**config.mk**
```make
export PLATFORM = sky130hd
export DESIGN_NAME = tcru_top
export DESIGN_NICKNAME = d
export VERILOG_FILES = /design/src/hw/tcru_pkg.sv /design/src/hw/tcru_edge_sampler.sv /design/src/hw/tcru_top.sv
export SDC_FILE = /design/constraint.sdc
export NUM_CORES = 1
export LEC_CHECK = 0
export ABC_AREA = 1
export CORE_UTILIZATION = 40
export CTS_BUF_LIST = sky130_fd_sc_hd__clkbuf_16
export CTS_CLUSTER_SIZE = 14
export DETAILED_ROUTE_END_ITERATION = 8
export DONT_BUFFER_PORTS = 1
export HOLD_SLACK_MARGIN = 0.15
export SETUP_SLACK_MARGIN = 0.2
export SKIP_LAST_GASP = 1
export SLEW_MARGIN = 20
export SYNTH_ARGS = -nofsm -noshare
export SYNTH_HDL_FRONTEND = slang
export SYNTH_SLANG_ARGS = --single-unit
```
**constraint.sdc**
```tcl
create_clock -name CLK -period 6.5 [get_ports CLK]
set_clock_uncertainty 0.05 [all_clocks]
set_input_delay 0.325 -clock CLK [delete_from_list [all_inputs] [get_ports CLK]]
set_output_delay 0.325 -clock CLK [all_outputs]
set_load 0.005 [all_outputs]
```
**src/hw/tcru_pkg.sv**
```systemverilog
// Package: register offsets, field positions, reset values and timing of the timer unit
package tcru_pkg;
  // ==================================================
  // Register map (byte addresses, one word each)
  localparam logic [7:0] ADDR_CONTROL = 8'h00;
  localparam logic [7:0] ADDR_MODE = 8'h04;
  localparam logic [7:0] ADDR_COUNT_LOW = 8'h08;
  localparam logic [7:0] ADDR_COUNT_HIGH = 8'h0c;
  localparam logic [7:0] ADDR_RELOAD_LOW = 8'h10;
  localparam logic [7:0] ADDR_RELOAD_HIGH = 8'h14;
  localparam logic [7:0] ADDR_INT_ENABLE = 8'h18;
  localparam logic [7:0] ADDR_STATUS = 8'h1c;
  // ==================================================
  // Control register fields
  localparam int CTL_OVF = 7;
  localparam int CTL_EXF = 6;
  localparam int CTL_RCLK = 5;
  localparam int CTL_TRANSMIT_CLOCK_SOURCE_SELECT = 4;
  localparam int CTL_EXEN = 3;
  localparam int CTL_RUN = 2;
  localparam int CTL_CT = 1;
  localparam int CTL_CPRL = 0;
  // Mode register field
  localparam int MOD_DOWN_COUNT_ENABLE = 0;
  // Interrupt enable fields
  localparam int IE_GLOBAL = 7;
  localparam int IE_TIMER = 5;
  // Status register fields
  localparam int ST_IRQ = 0;
  localparam int ST_IDLE_WAKE = 1;
  localparam int ST_FROZEN = 2;
  // ==================================================
  // Reset values
  localparam logic [7:0] CONTROL_RESET = 8'h00;
  localparam logic [7:0] MODE_RESET = 8'h00;
  localparam logic [7:0] BYTE_RESET = 8'h00;
  // ==================================================
  // Machine cycle timing
  localparam int OSC_PER_MACHINE = 12;
  localparam int MC_WIDTH = 4;
  localparam logic [3:0] MC_LAST = 4'hb;
  localparam logic [3:0] PHASE_SAMPLE = 4'h9;
  localparam logic [3:0] PHASE_OVF_SET = 4'h3;
  localparam logic [15:0] ALL_ONES = 16'hffff;
  typedef enum logic [1:0] {
    TCRU_OFF = 2'b00,
    TCRU_RELOAD = 2'b01,
    TCRU_CAPTURE = 2'b10,
    TCRU_BAUD = 2'b11
  } tcru_mode_t;
endpackage

```
**src/hw/tcru_edge_sampler.sv**
```systemverilog
// Two-flop synchroniser plus machine-cycle sampled falling edge detector
`timescale 1ns/1ns
`default_nettype none
module tcru_edge_sampler (
  input wire logic clk,
  input wire logic rst,
  input wire logic pin,
  input wire logic sample,
  output logic level,
  output logic fall
);
  logic sync1;
  logic sync2;
  always_ff @(posedge clk) begin
    sync1 <= pin;
    sync2 <= sync1;
  end
  // Only sample point updates stored level; a level must last a machine cycle
  always_ff @(posedge clk) begin
    if (rst) begin
      level <= 1'b1;
      fall <= 1'b0;
    end else begin
      fall <= 1'b0;
      if (sample) begin
        level <= sync2;
        fall <= level & ~sync2;
      end
    end
  end
endmodule
`default_nettype wire

```
**src/hw/tcru_top.sv**
```systemverilog
// Sixteen-bit timer with capture, auto-reload and baud modes behind an APB slave
// How it works
// - Timer function adds one to the count every machine cycle of twelve clocks.
// - Mode comes from run, serial clock selects and capture/reload select.
// - Count pin sampled once per machine cycle; high then low counts one event.
// - Incremented count appears in the machine cycle after detection.
// - Edge recognition spans two machine cycles, max rate one per 24 clocks.
// - Capture mode without edge enable is plain 16-bit counter setting overflow.
// - Capture mode with edge enable copies count into capture registers on trigger.
// - That trigger edge also sets the external edge flag.
// - Down-count enable resets to zero; zero means count up.
// - Reload mode with down-count enable follows trigger pin level for direction.
// - Interrupt request is overflow flag OR external edge flag.
// - Flags are only cleared by software writing zero.
// - Overflow flag set early in the overflow cycle and seen at once.
// - Request reaches processor only with timer enable and global enable.
// - Timer runs in idle; enabled interrupt ends idle.
// - Power-down halts the timer and keeps its registers.
// - Reset returns all timer registers to reset values.
// - No overflow flag while either serial clock select is set.
// - Edge flag gives no interrupt in up/down mode.
// - Reload mode reloads on up-count overflow, and on trigger edge when edge enable is set and down-count enable is clear.
// - Counter select set counts count-pin falling edges.
//
// The APB interface to the registers and the register addresses are this design's own decisions.
`timescale 1ns/1ns
`default_nettype none
module tcru_top (
  // Clock and reset
  input wire logic CLK,
  input wire logic RST,
  // APB slave
  input wire logic PSEL,
  input wire logic PENABLE,
  input wire logic PWRITE,
  input wire logic [7:0] PADDR,
  input wire logic [31:0] PWDATA,
  output logic [31:0] PRDATA,
  output logic PREADY,
  output logic PSLVERR,
  // External pins
  input wire logic COUNT_INPUT_PIN,
  input wire logic TRIGGER_DIRECTION_PIN,
  // Power state
  input wire logic IDLE_MODE,
  input wire logic POWER_DOWN,
  // Interrupt towards processor
  output logic TIMER_IRQ,
  output logic IDLE_WAKE
);
  // ==================================================
  // Registers
  logic [7:0] timer_two_control_register;
  logic [7:0] timer_two_mode_register;
  logic [7:0] count_low_byte;
  logic [7:0] count_high_byte;
  logic [7:0] capture_reload_low;
  logic [7:0] capture_reload_high;
  logic [7:0] interrupt_enable_register;
  logic [3:0] phase;
  logic tick_sample;
  logic tick_ovf;
  logic count_level;
  logic count_fall;
  logic trig_level;
  logic trig_fall;
  logic count_pending;
  logic [15:0] count;
  logic [15:0] reload;
  logic [15:0] next_count;
  logic count_step;
  logic count_down;
  logic overflow;
  logic edge_reload;
  logic edge_capture;
  logic set_ovf;
  logic set_exf;
  logic wr_en;
  logic wr_control;
  logic wr_mode;
  logic wr_count_low;
  logic wr_count_high;
  logic wr_reload_low;
  logic wr_reload_high;
  logic wr_int_enable;
  logic req_raw;
  logic exf_for_irq;
  tcru_pkg::tcru_mode_t mode;

  assign count = {count_high_byte, count_low_byte};
  assign reload = {capture_reload_high, capture_reload_low};
  assign wr_en = PSEL & PENABLE & PWRITE & ~POWER_DOWN;

  // ==================================================
  // Register write strobes, one per writable word (status has none)
  assign wr_control = wr_en & (PADDR == tcru_pkg::ADDR_CONTROL);
  assign wr_mode = wr_en & (PADDR == tcru_pkg::ADDR_MODE);
  assign wr_count_low = wr_en & (PADDR == tcru_pkg::ADDR_COUNT_LOW);
  assign wr_count_high = wr_en & (PADDR == tcru_pkg::ADDR_COUNT_HIGH);
  assign wr_reload_low = wr_en & (PADDR == tcru_pkg::ADDR_RELOAD_LOW);
  assign wr_reload_high = wr_en & (PADDR == tcru_pkg::ADDR_RELOAD_HIGH);
  assign wr_int_enable = wr_en & (PADDR == tcru_pkg::ADDR_INT_ENABLE);

  // ==================================================
  // Mode decode
  function automatic tcru_pkg::tcru_mode_t decode_mode(input logic [7:0] ctl);
    tcru_pkg::tcru_mode_t m;
    m = tcru_pkg::TCRU_OFF;
    if (ctl[tcru_pkg::CTL_RUN]) begin
      if (ctl[tcru_pkg::CTL_RCLK] | ctl[tcru_pkg::CTL_TRANSMIT_CLOCK_SOURCE_SELECT]) begin
        m = tcru_pkg::TCRU_BAUD;
      end else if (ctl[tcru_pkg::CTL_CPRL]) begin
        m = tcru_pkg::TCRU_CAPTURE;
      end else begin
        m = tcru_pkg::TCRU_RELOAD;
      end
    end
    return m;
  endfunction
  assign mode = decode_mode(timer_two_control_register);

  // ==================================================
  // Machine cycle phase counter
  // freeze on power-down
  always_ff @(posedge CLK) begin
    if (RST) begin
      phase <= '0;
    end else if (!POWER_DOWN) begin
      phase <= (phase == tcru_pkg::MC_LAST) ? 4'h0 : phase + 4'h1;
    end
  end
  assign tick_sample = ~POWER_DOWN & (phase == tcru_pkg::PHASE_SAMPLE);
  assign tick_ovf = ~POWER_DOWN & (phase == tcru_pkg::PHASE_OVF_SET);

  // ==================================================
  // Pin samplers
  // sample once per machine cycle
  tcru_edge_sampler u_count_pin (
    .clk(CLK),
    .rst(RST),
    .pin(COUNT_INPUT_PIN),
    .sample(tick_sample),
    .level(count_level),
    .fall(count_fall)
  );
  tcru_edge_sampler u_trig_pin (
    .clk(CLK),
    .rst(RST),
    .pin(TRIGGER_DIRECTION_PIN),
    .sample(tick_sample),
    .level(trig_level),
    .fall(trig_fall)
  );

  // event applied at next machine cycle step
  // detection plus apply gives two machine cycles per edge
  always_ff @(posedge CLK) begin
    if (RST) begin
      count_pending <= 1'b0;
    end else if (count_fall) begin
      count_pending <= 1'b1;
    end else if (tick_ovf) begin
      count_pending <= 1'b0;
    end
  end

  // ==================================================
  // Count step and direction
  always_comb begin
    count_step = 1'b0;
    if (mode != tcru_pkg::TCRU_OFF && tick_ovf) begin
      if (timer_two_control_register[tcru_pkg::CTL_CT]) begin
        count_step = count_pending;
      end else begin
        count_step = 1'b1;
      end
    end
  end

  assign count_down = (mode == tcru_pkg::TCRU_RELOAD) &
    timer_two_mode_register[tcru_pkg::MOD_DOWN_COUNT_ENABLE] & ~trig_level;

  assign overflow = count_step & (count_down ? (count == reload) : (count == tcru_pkg::ALL_ONES));

  // trigger reload when edge enabled and down-count enable clear
  // Edge left over from the last sample must not move state once frozen
  assign edge_reload = trig_fall & ~POWER_DOWN & (mode == tcru_pkg::TCRU_RELOAD) &
    timer_two_control_register[tcru_pkg::CTL_EXEN] &
    ~timer_two_mode_register[tcru_pkg::MOD_DOWN_COUNT_ENABLE];
  assign edge_capture = trig_fall & ~POWER_DOWN & (mode == tcru_pkg::TCRU_CAPTURE) &
    timer_two_control_register[tcru_pkg::CTL_EXEN];

  always_comb begin
    next_count = count;
    if (count_step) begin
      next_count = count_down ? count - 16'h0001 : count + 16'h0001;
    end
    if (overflow) begin
      if (count_down) begin
        next_count = tcru_pkg::ALL_ONES;
      end else if (mode != tcru_pkg::TCRU_CAPTURE) begin
        next_count = reload;
      end else begin
        next_count = 16'h0000;
      end
    end
    if (edge_reload) begin
      next_count = reload;
    end
  end

  // ==================================================
  // Count registers
  // reset values
  always_ff @(posedge CLK) begin
    if (RST) begin
      count_low_byte <= tcru_pkg::BYTE_RESET;
      count_high_byte <= tcru_pkg::BYTE_RESET;
    end else if (wr_count_low) begin
      count_low_byte <= PWDATA[7:0];
    end else if (wr_count_high) begin
      count_high_byte <= PWDATA[7:0];
    end else begin
      // runs in idle; halted by frozen ticks
      count_low_byte <= next_count[7:0];
      count_high_byte <= next_count[15:8];
    end
  end

  // ==================================================
  // Capture/reload registers
  always_ff @(posedge CLK) begin
    if (RST) begin
      capture_reload_low <= tcru_pkg::BYTE_RESET;
      capture_reload_high <= tcru_pkg::BYTE_RESET;
    end else if (edge_capture) begin
      // capture wins over a write in the same cycle
      capture_reload_low <= count_low_byte;
      capture_reload_high <= count_high_byte;
    end else if (wr_reload_low) begin
      capture_reload_low <= PWDATA[7:0];
    end else if (wr_reload_high) begin
      capture_reload_high <= PWDATA[7:0];
    end
  end

  // ==================================================
  // Control register and flags
  // no overflow flag in baud mode
  // set in the overflow machine cycle itself
  assign set_ovf = overflow & (mode != tcru_pkg::TCRU_BAUD);
  // edge flag on capture or reload edge
  assign set_exf = edge_capture | edge_reload;

  always_ff @(posedge CLK) begin
    if (RST) begin
      timer_two_control_register <= tcru_pkg::CONTROL_RESET;
    end else begin
      if (wr_control) begin
        timer_two_control_register <= PWDATA[7:0];
      end
      // only software clears; set beats clear
      if (set_ovf) begin
        timer_two_control_register[tcru_pkg::CTL_OVF] <= 1'b1;
      end
      if (set_exf) begin
        timer_two_control_register[tcru_pkg::CTL_EXF] <= 1'b1;
      end
    end
  end

  always_ff @(posedge CLK) begin
    if (RST) begin
      timer_two_mode_register <= tcru_pkg::MODE_RESET;
    end else if (wr_mode) begin
      timer_two_mode_register <= PWDATA[7:0];
    end
  end

  always_ff @(posedge CLK) begin
    if (RST) begin
      interrupt_enable_register <= tcru_pkg::BYTE_RESET;
    end else if (wr_int_enable) begin
      interrupt_enable_register <= PWDATA[7:0];
    end
  end

  // ==================================================
  // Interrupt request
  // edge flag masked in up/down mode
  assign exf_for_irq = timer_two_control_register[tcru_pkg::CTL_EXF] &
    ~timer_two_mode_register[tcru_pkg::MOD_DOWN_COUNT_ENABLE];
  assign req_raw = timer_two_control_register[tcru_pkg::CTL_OVF] | exf_for_irq;

  always_ff @(posedge CLK) begin
    if (RST) begin
      TIMER_IRQ <= 1'b0;
      IDLE_WAKE <= 1'b0;
    end else begin
      TIMER_IRQ <= req_raw & interrupt_enable_register[tcru_pkg::IE_TIMER] &
        interrupt_enable_register[tcru_pkg::IE_GLOBAL];
      IDLE_WAKE <= IDLE_MODE & req_raw & interrupt_enable_register[tcru_pkg::IE_TIMER] &
        interrupt_enable_register[tcru_pkg::IE_GLOBAL];
    end
  end

  // ==================================================
  // APB read side
  // Zero wait states keep the bus simple; no error response
  assign PREADY = 1'b1;
  assign PSLVERR = 1'b0;
  always_ff @(posedge CLK) begin
    if (RST) begin
      PRDATA <= '0;
    end else if (PSEL && !PENABLE && !PWRITE) begin
      unique case (PADDR)
        tcru_pkg::ADDR_CONTROL: PRDATA <= {24'h000000, timer_two_control_register};
        tcru_pkg::ADDR_MODE: PRDATA <= {24'h000000, timer_two_mode_register};
        tcru_pkg::ADDR_COUNT_LOW: PRDATA <= {24'h000000, count_low_byte};
        tcru_pkg::ADDR_COUNT_HIGH: PRDATA <= {24'h000000, count_high_byte};
        tcru_pkg::ADDR_RELOAD_LOW: PRDATA <= {24'h000000, capture_reload_low};
        tcru_pkg::ADDR_RELOAD_HIGH: PRDATA <= {24'h000000, capture_reload_high};
        tcru_pkg::ADDR_INT_ENABLE: PRDATA <= {24'h000000, interrupt_enable_register};
        tcru_pkg::ADDR_STATUS: PRDATA <= {29'h0, POWER_DOWN, IDLE_WAKE, TIMER_IRQ};
        default: PRDATA <= 32'h00000000;
      endcase
    end
  end
endmodule
`default_nettype wire

```
==> key figures, run 1 <==
Floorplanning
  • Starting Density: 0.417
  • IO Count: 85
  • Core Footprint: 13500 um^2
  • Die Wd: 120 um
  • Die height: 120 um
  • Rows: 42
  • Die area: 14500 um^2

Min path
  • Hold Crit Class: primary input to register

Clocking
  • Post-CTS Hold Buffers: 12
  • Maximum clock path buffer count: 2
  • Htree depth: 3
  • CTS sink cnt: 79
  • Clk Tree Root Cell: clkbuf_16
  • Reg clk slew, reported paths: 60 ps
  • Num CTS Buffers: 9
  • Worst skew pair latency: 350 ps
  • TritonCTS clock tree: yes
  • Postcts setup bufs: 0
  • # resized after CTS: 0

Yosys
  • Post-Syn Area per Cell: 6.15 um^2
  • Most instantiated library cell after synthesis: nand2_1
  • Area leader, netlist: dfxtp_1
  • Post-synth EDFFs: 0
  • Ys Warns: 0
  • Register bit total from synthesis: 79
  • Top FF cell, synth: dfxtp_1
  • Top cells by count, synth: 212 x nand2_1, 108 x inv_1, 88 x a21oi_1
  • Yosys top cell area share: 0.282
  • Ys async rst share: 0
  • Post-Syn Area: 5610 um^2
  • Register area share after synthesis: 0.282
  • Top post-synthesis cells by area: dfxtp_1 28%, nand2_1 14%, a21oi_1 7.8%
  • Yosys cell types: 44
  • Synthesized instance count: 913

Setup path
  • Kind of critical path: register to register
  • Crit end category: register
  • CP Data Arrival Time: 4350 ps
  • WP data required: 6720 ps
  • Worst Setup Start Kind: register
  • Worst-path maximum fanout: 63

Drt
  • Drt first pass iters: 6
  • # DRC: 0
  • Initial DRC Count: 811
  • DR vias: 6193
  • Met3 wire len: 1770 um
  • Via density: 5.72
  • M1 wire length: 8950 um
  • Max Used Layer: met4
  • Final wirelength: 20600 um
  • Drt wl/cell: 19.0 um
  • Post-DRT Antenna Nets: 0
  • Met2 Wirelength: 8770 um

Place
  • Post-DP HPWL: 14700 um
  • Area post-placement: 5580 um^2
  • Place WS: 2520 ps
  • Placer Congestion: 0.944
  • PortBufs: 0

Pwr
  • LEAKAGE: 0.00252 uW
  • Maximum VDD drop: 0.218 mV
  • Power per Cell Area: 187 nW/um^2

Timing
  • Crit share post-route: 0.634
  • Setup TNS: 0 ps
  • Setup slack after layout: 2380 ps
  • Rel. slew slack: 0.320
  • Shortest period the worst path allows: 4120 ps
  • Worst-margin pin slew: 1020 ps
  • Pins Over Slew Limit: 0
  • Fmax: 243 MHz
  • Final hold slack: 168 ps
  • Final setup violation count: 0
  • RSZ-0062 raised after global routing: no
  • Final hold viol count: 0

Cells and area
  • # fillers: 1491
  • Final #Nets: 954
  • Cell area after layout: 6050 um^2
  • Area occupied by multi-input gates: 3320 um^2
  • Ratio of cells with drive above 1 in the final layout: 0.0464
  • P&R area growth vs syn: 7.73%
  • Register Area: 1580 um^2
  • Ant. Diodes: 0

GRT
  • Vias in the first global route: 5529
  • Initial antenna violation count: 0
  • Largest net degree at the start of global routing: 64
  • First-pass GRT wire length: 31700 um
  • Total gr overflow: 0
  • Total global-route track usage: 0.290

Run
  • Max cap viols: 0

Run status
  • Outcome: finished, final reports clean
path summary, 6_finish.rpt:
| path | start | endpoint | slack [ps] | cells after the start |
|---|---|---|---|---|
| worst min-delay path | POWER_DOWN | phase[0] | 170 | 2 |
| worst max register to register | timer_two_mode_register[0] | count_high_byte[7] | 2380 | 16 |
| worst max-delay path | timer_two_mode_register[0] | count_high_byte[7] | 2380 | 16 |
| worst min register to register | u_count_pin.sync1 | u_count_pin.sync2 | 280 | 0 |
sequential cells by signal (all words and copies together) (netlist names), 8 cells and up:
name	cells
interrupt_enable_register	8
count_high_byte	8
count_low_byte	8
PRDATA	8
timer_two_control_register	8
capture_reload_high	8
timer_two_mode_register	8
capture_reload_low	8
area by class of cell:
| cell class | count | share of cell area |
|---|---|---|
| timing repair buffer | 14 | 0.0240 |
| tap | 176 | 0.0364 |
| sequential | 79 | 0.261 |
| clock inverter | 6 | 0.0194 |
| multi-input combinational | 680 | 0.548 |
| clock buffer | 9 | 0.0372 |
| inverter | 118 | 0.0732 |
metrics by stage:
stage | util | power, uW | std cells
global placement | 0.414 | 529 | 1055
CTS | 0.450 | 1130 | 1082
global route | 0.450 | 1160 | 1082
detailed placement | 0.414 | 528 | 1055
floorplan | - | 533 | 937
finish | 0.450 | 1130 | 1082
routing by layer:
| layer | track usage | vias to the layer above |
|---|---|---|
| met3 | 0.0481 | 68 |
| met5 | 0 | - |
| li1 | - | 2997 |
| met2 | 0.435 | 334 |
| met1 | 0.397 | 2794 |
| met4 | 0.156 | 0 |
power breakdown:
part	leakage, uW	total, uW	switching (uW)	internal [uW]
Combinational	0.00171	41.5	30.0	11.5
Sequential	0.000638	488	1.78	487
Clock	0.000164	599	222	377
worst max-delay path, cell delays in order, from the launching register on:
cell     delay [ps]
dfxtp_1         380
inv_2            80
nor2_4          650
nand3_4         720
o21ai_0         660
nand2_1          90
nor2_1          100
nand2_1          60
nor2_1          130
nand3_2         300
inv_2           330
nand2_1          90
nand2_1          70
inv_1            60
nand2_1          60
nand2_1          50
a21oi_1         130
cells by family after synthesis:
logic type | Yosys count | share of synthesized area
buffers and inverters | 178 | 0.144
AOI/OAI and AO/OA | 241 | 0.243
adders and majority gates | 3 | 0.00669
other | 2 | 0.00134
xor gates and xnor gates | 6 | 0.00936
DFF | 79 | 0.282
and+or+nand+nor | 404 | 0.314
placed cells by master, fill, tap and decap left out, types with 10 or more instances in the layout:
| cell | count |
|---|---|
| nor2_1 | 70 |
| conb_1 | 26 |
| nand2_1 | 212 |
| inv_1 | 108 |
| dlygate4sd3_1 | 11 |
| a41oi_1 | 11 |
| a21oi_1 | 88 |
| dfxtp_1 | 79 |
| nand4_1 | 16 |
| o21ai_1 | 10 |
| o22ai_1 | 24 |
| o21ai_0 | 78 |
| nand3_1 | 77 |
Power figures use the tool's default switching activity.
==> inputs of run 2 (changes only) <==
clock period = 3.95 ns   (was 6.5 ns; I/O delays follow)
==> run 2 against run 1 <==
Final area increased by 0.79%. Sequential share of layout area is 0.20 points lower. Clock power increased by 50%. Register-to-register slack got worse by 1500 ps. Routed wire length shrank 2.0%. Power increased by 57%. Via count up 0.65%. Non-clock buffer count grew 8. Critical path type unchanged. Setup slack worse by 1500 ps. First-iteration DRC count down 21%. Global-route usage is 0.78 points lower. Worst hold slack improved by 19 ps. Largest power group unchanged.
==> key figures, run 2 (synthesis gave the netlist of run 1 again) <==
Pwr
  • Maximum VDD drop: 0.251 mV
  • LEAKAGE: 0.00254 uW
  • Power Total: 1780 uW
  • Power per Cell Area: 291 nW/um^2

GRT
  • Total gr overflow: 0
  • Largest net degree at the start of global routing: 42
  • First-pass GRT wire length: 31100 um
  • Total global-route track usage: 0.283
  • Vias in the first global route: 5557
  • Initial antenna violation count: 1

Clocking
  • TritonCTS clock tree: yes
  • Reg clk slew, reported paths: 60 ps
  • Worst skew pair latency: 340 ps
  • Num CTS Buffers: 9
  • Htree depth: 3
  • Maximum clock path buffer count: 2
  • # resized after CTS: 0
  • Clk Tree Root Cell: clkbuf_16
  • CTS sink cnt: 79

Min path
  • WHS Endpoint: timer_two_control_register[4]
  • Hold path depth: 2
  • Hold Crit Class: primary input to register
  • HP Start: PWDATA[4]

Place
  • Placer Congestion: 0.959
  • Area post-placement: 5610 um^2
  • PortBufs: 0
  • Post-DP HPWL: 14500 um

Setup path
  • Reg-to-reg endpoint: count_high_byte[7]
  • WP data required: 4170 ps
  • Reg2Reg Depth: 17
  • Slowest CP cell: dfxtp_1
  • Crit end category: register
  • R2R setup slack: 860 ps
  • R2r startpoint: timer_two_mode_register[0]
  • CP Data Arrival Time: 3310 ps
  • Crit path buf inv count: 5
  • Kind of critical path: register to register
  • Cell mode on critical path: nand2_1
  • Crit-path leading delay family: simple AND/OR/NAND/NOR gates
  • Crit-path cells: inv_2, nor2_4, nand3_4, buf_4, o21ai_0, nand2_1, inv_1, nand3_1, nor2_1, nand3_2, inv_2, nand2_1, nand2_1, inv_1, nand2_1, nand2_1, a21oi_1
  • Worst Setup Start Kind: register
  • Largest stage delay, worst path: 390 ps
  • Worst-path maximum fanout: 36

Drt
  • Post-DRT Antenna Nets: 0
  • Drt wl/cell: 18.4 um
  • # DRC: 0
  • Final wirelength: 20100 um
  • Via density: 5.71
  • Drt first pass iters: 5
  • DR vias: 6233
  • Initial DRC Count: 642

Timing
  • Setup TNS: 0 ps
  • Rel. slew slack: 0.429
  • Crit share post-route: 0.783
  • Final hold viol count: 0
  • Final setup violation count: 0
  • RSZ-0062 raised after global routing: no
  • Pins Over Slew Limit: 0
  • Fmax: 323 MHz
  • Worst-margin pin slew: 854 ps
  • Shortest period the worst path allows: 3090 ps

Cells and area
  • Final #Nets: 962
  • Core Util, Final: 0.453
  • Most common cell after layout, fill and taps aside: nand2_1
  • Ratio of cells with drive above 1 in the final layout: 0.0514
  • Area occupied by multi-input gates: 3320 um^2
  • Most frequent cells in the layout: 212 x nand2_1, 108 x inv_1, 88 x a21oi_1
  • Cell area after layout: 6100 um^2
  • # fillers: 1476
  • Register Area: 1580 um^2
  • P&R area growth vs syn: 8.58%

Floorplanning
  • Starting Density: 0.417
  • Die area: 14500 um^2
  • Core Footprint: 13500 um^2
  • IO Count: 85
  • Die height: 120 um
  • Die Wd: 120 um
  • Rows: 42

Run
  • Max cap viols: 0

Run status
  • Outcome: finished, final reports clean
[run 2: through the flow]
step	worst slack (ps)	std cells	hold WS [ps]
2_1_floorplan	1900	937	175
3_3_place_gp	913	1060	175
3_5_place_dp	911	1060	175
4_1_cts	897	1090	157
5_1_grt	602	1092	165
6_report	856	1092	187
[run 2: where the power goes]
part | internal [uW] | switching [uW]
Sequential | 801 | 2.86
Combinational | 20.2 | 51.7
Clock | 554 | 345
[run 2: layout make-up]
cell class                 instances  area share
multi-input combinational        680       0.544
sequential                        79       0.259
inverter                         118      0.0727
clock buffer                       9      0.0369
tap                              176      0.0361
timing repair buffer              22      0.0349
clock inverter                     6      0.0152
antenna                            2    0.000821
[run 2: layer usage]
metal / part of all wire / GRT usage
met1: 0.43 / 0.381
met3: 0.092 / 0.0561
met4: 0.054 / 0.167
met2: 0.43 / 0.416
met5: 0 / 0
[run 2: timing repair]
item | CTS | global route
buffers inserted | 0 | 0
hold endpoints to repair | 65 | 0
hold buffers | 15 | 0
[run 2: worst max-delay path by stage]
stage | from | slack [ps] | cells after the start | to
detailed placement | timer_two_control_register[4] | 910 | 16 | count_high_byte[7]
finish | timer_two_mode_register[0] | 860 | 17 | count_high_byte[7]
global route | timer_two_control_register[4] | 600 | 16 | count_high_byte[7]
floorplan | timer_two_control_register[0] | 1900 | 19 | count_high_byte[0]
CTS | timer_two_control_register[4] | 900 | 16 | count_high_byte[7]
global placement | timer_two_control_register[4] | 910 | 16 | count_high_byte[7]
==> inputs of run 3 (changes only) <==
ABC_AREA = 0   (was 1)
clock period = 2.85 ns   (was 3.95 ns; I/O delays follow)
==> run 3 against run 2 <==
Utilization up 8.0 points. Die area down 6.7%. Critical path depth down 5. Via count down 9.4%. Final cell count down 13%. Flip-flop and latch count unchanged. Largest power group unchanged. Area after synthesis down 6.8%. Final area up 11%. Sequential power up 38%.
==> key figures, run 3 <==
Run status
  • Outcome: finished, final reports clean

Timing
  • Crit share post-route: 0.976
  • RSZ-0062 raised after global routing: yes
  • Rel. slew slack: 0.591
  • Final hold slack: 162 ps
  • Fmax: 359 MHz
  • Worst-margin pin slew: 611 ps
  • Pins Over Slew Limit: 0
  • Final setup violation count: 0
  • Final hold viol count: 0
  • Shortest period the worst path allows: 2780 ps

GRT
  • Initial antenna violation count: 0
  • Vias in the first global route: 5312
  • Total gr overflow: 0
  • Total global-route track usage: 0.287
  • First-pass GRT wire length: 29200 um
  • Largest net degree at the start of global routing: 76

Place
  • PortBufs: 0
  • Placer Congestion: 0.951
  • Post-DP HPWL: 13800 um
  • Area post-placement: 5810 um^2

Yosys
  • Yosys top cell area share: 0.302
  • Yosys cell types: 71
  • Area leader, netlist: dfxtp_1
  • Ys async rst share: 0
  • Most instantiated library cell after synthesis: nor2_1
  • Post-synth EDFFs: 0
  • Top cells by count, synth: 90 x nor2_1, 79 x dfxtp_1, 67 x nand2_1
  • Register bit total from synthesis: 79
  • Post-Syn Area: 5230 um^2
  • Synthesized instance count: 693
  • Top post-synthesis cells by area: dfxtp_1 30%, nor2_1 6.5%, mux2i_1 5.9%
  • Post-Syn Area per Cell: 7.55 um^2
  • Top FF cell, synth: dfxtp_1
  • Register area share after synthesis: 0.302
  • Ys Warns: 0

Cells and area
  • Ratio of cells with drive above 1 in the final layout: 0.227
  • P&R area growth vs syn: 29.0%
  • Most frequent cells in the layout: 94 x buf_4, 88 x nor2_1, 74 x dfxtp_1
  • Cell area after layout: 6750 um^2
  • Final #Nets: 821
  • Most common cell after layout, fill and taps aside: buf_4
  • Ant. Diodes: 0

Pwr
  • Power Total: 2370 uW
  • LEAKAGE: 0.00241 uW
  • Maximum VDD drop: 0.341 mV
  • Power per Cell Area: 351 nW/um^2

Setup path
  • Worst Setup Start Kind: register
  • Crit end category: register
  • CP Data Arrival Time: 2990 ps
  • Critical Path Source: timer_two_control_register[5]
  • Worst-path maximum fanout: 3
  • Reg2Reg Depth: 12
  • Reg-to-reg endpoint: count_high_byte[2]
  • R2R setup slack: 70 ps
  • Kind of critical path: register to register
  • R2r startpoint: timer_two_control_register[5]
  • WP data required: 3060 ps

Floorplanning
  • Core Footprint: 12700 um^2
  • Rows: 41
  • Die area: 13500 um^2
  • Die height: 116 um
  • Die Wd: 116 um
  • IO Count: 85
  • Starting Density: 0.413

Drt
  • Drt first pass iters: 6
  • Post-DRT Antenna Nets: 0
  • Final wirelength: 19100 um
  • # DRC: 0
  • Initial DRC Count: 567
  • DR vias: 5648
  • Drt wl/cell: 20.2 um
  • Via density: 5.97

Run
  • Max cap viols: 0

Clocking
  • TritonCTS clock tree: yes
  • Maximum clock path buffer count: 2
  • Worst skew pair latency: 340 ps
  • Clk Tree Root Cell: clkbuf_16
  • Htree depth: 3
  • Num CTS Buffers: 9
  • CTS sink cnt: 79
  • Reg clk slew, reported paths: 70 ps

Min path
  • HP Start: RST
  • Hold path depth: 4
  • Hold Crit Class: primary input to register
  • WHS Endpoint: count_high_byte[6]
## run 3: cell count changes in the layout (fill, tap and decap cells not counted), moves of 11 or more
| cell | change |
|---|---|
| o21ai_0 | -62 |
| buf_4 | +87 |
| o22ai_1 | -12 |
| nand2b_1 | +17 |
| inv_1 | -92 |
| a22oi_1 | +20 |
| mux2i_1 | +29 |
| a211oi_1 | +15 |
| a21oi_1 | -53 |
| a41oi_1 | -11 |
| nand2_1 | -146 |
| nor2_1 | +18 |
| a311oi_1 | +11 |
| nand3_1 | -50 |
## run 3: area by class of cell
class,count,area [um^2]
Fill cell,1217,5920
Tap cell,172,215
Timing Repair Buffer,119,987
Inverter,16,60.1
Multi-Input combinational cell,544,3600
Clock buffer,9,225
Sequential cell,79,1590
Clock inverter,7,71.3
## run 3: repair_timing
action,in CTS,in global routing
endpoints found under the setup margin,16,16
hold endpoints to repair,77,0
setup buffers,8,4
pin swaps,17,20
resized for setup,23,42
hold buffers,20,0
## run 3: worst max path at each step
| stage | endpoint | depth (start not counted) | slack [ps] |
|---|---|---|---|
| 2_1_floorplan | count_high_byte[2] | 14 | -350 |
| 6_report | count_high_byte[2] | 12 | 70 |
| 4_1_cts | count_high_byte[2] | 12 | 20 |
| 3_5_place_dp | count_high_byte[2] | 12 | -40 |
| 5_1_grt | count_high_byte[2] | 12 | -90 |
| 3_3_place_gp | count_high_byte[2] | 12 | -10 |
## run 3: cells by family (layout without fill, tap and decap cells)
kind of cell	after synthesis	after routing	synth area share
AO/OA/AOI/OAI	182	182	0.244
XOR/XNOR	7	7	0.0117
adder cells (fa/ha/maj)	3	3	0.00717
buffers and inverters	94	151	0.0892
flip-flops	79	79	0.302
multiplexers	32	32	0.0614
other	2	26	0.00143
AND/OR/NAND/NOR	294	294	0.283
## run 3: critical path: stages, from the launching register on
cell and delay (ps):
dfxtp_2 340, nor4b_4 300, nand2_2 110, xnor2_2 130, ha_2 200, nand3_2 60, or4_4 490, and2_4 150
a221o_1 350, mux2i_1 130, o22ai_1 150, a21oi_1 60, a211oi_1 190
## run 3: power breakdown
part / internal (uW) / total (uW) / switching, uW
clock network: 678 / 1160 / 481
logic: 33.2 / 101 / 67.4
registers: 1110 / 1110 / 4.30
total: 1820 / 2370 / 553
## run 3: metal layers
| layer | global-route usage | vias up | part of all wire |
|---|---|---|---|
| met2 | 0.451 | 285 | 0.45 |
| met5 | 0 | - | 0 |
| met4 | 0.143 | 0 | 0.042 |
| li1 | - | 2672 | - |
| met1 | 0.377 | 2632 | 0.43 |
| met3 | 0.0519 | 59 | 0.075 |
## run 3: through the flow
step / cells / util / setup slack [ps] / TNS, ps
2_1_floorplan: 717 / - / -353 / -353
6_report: 946 / 0.533 / 68.2 / 0
3_5_place_dp: 898 / 0.459 / -42.4 / -42.4
3_3_place_gp: 898 / 0.459 / -14.0 / -14.0
4_1_cts: 942 / 0.514 / 16.6 / 0
5_1_grt: 946 / 0.533 / -90.5 / -106
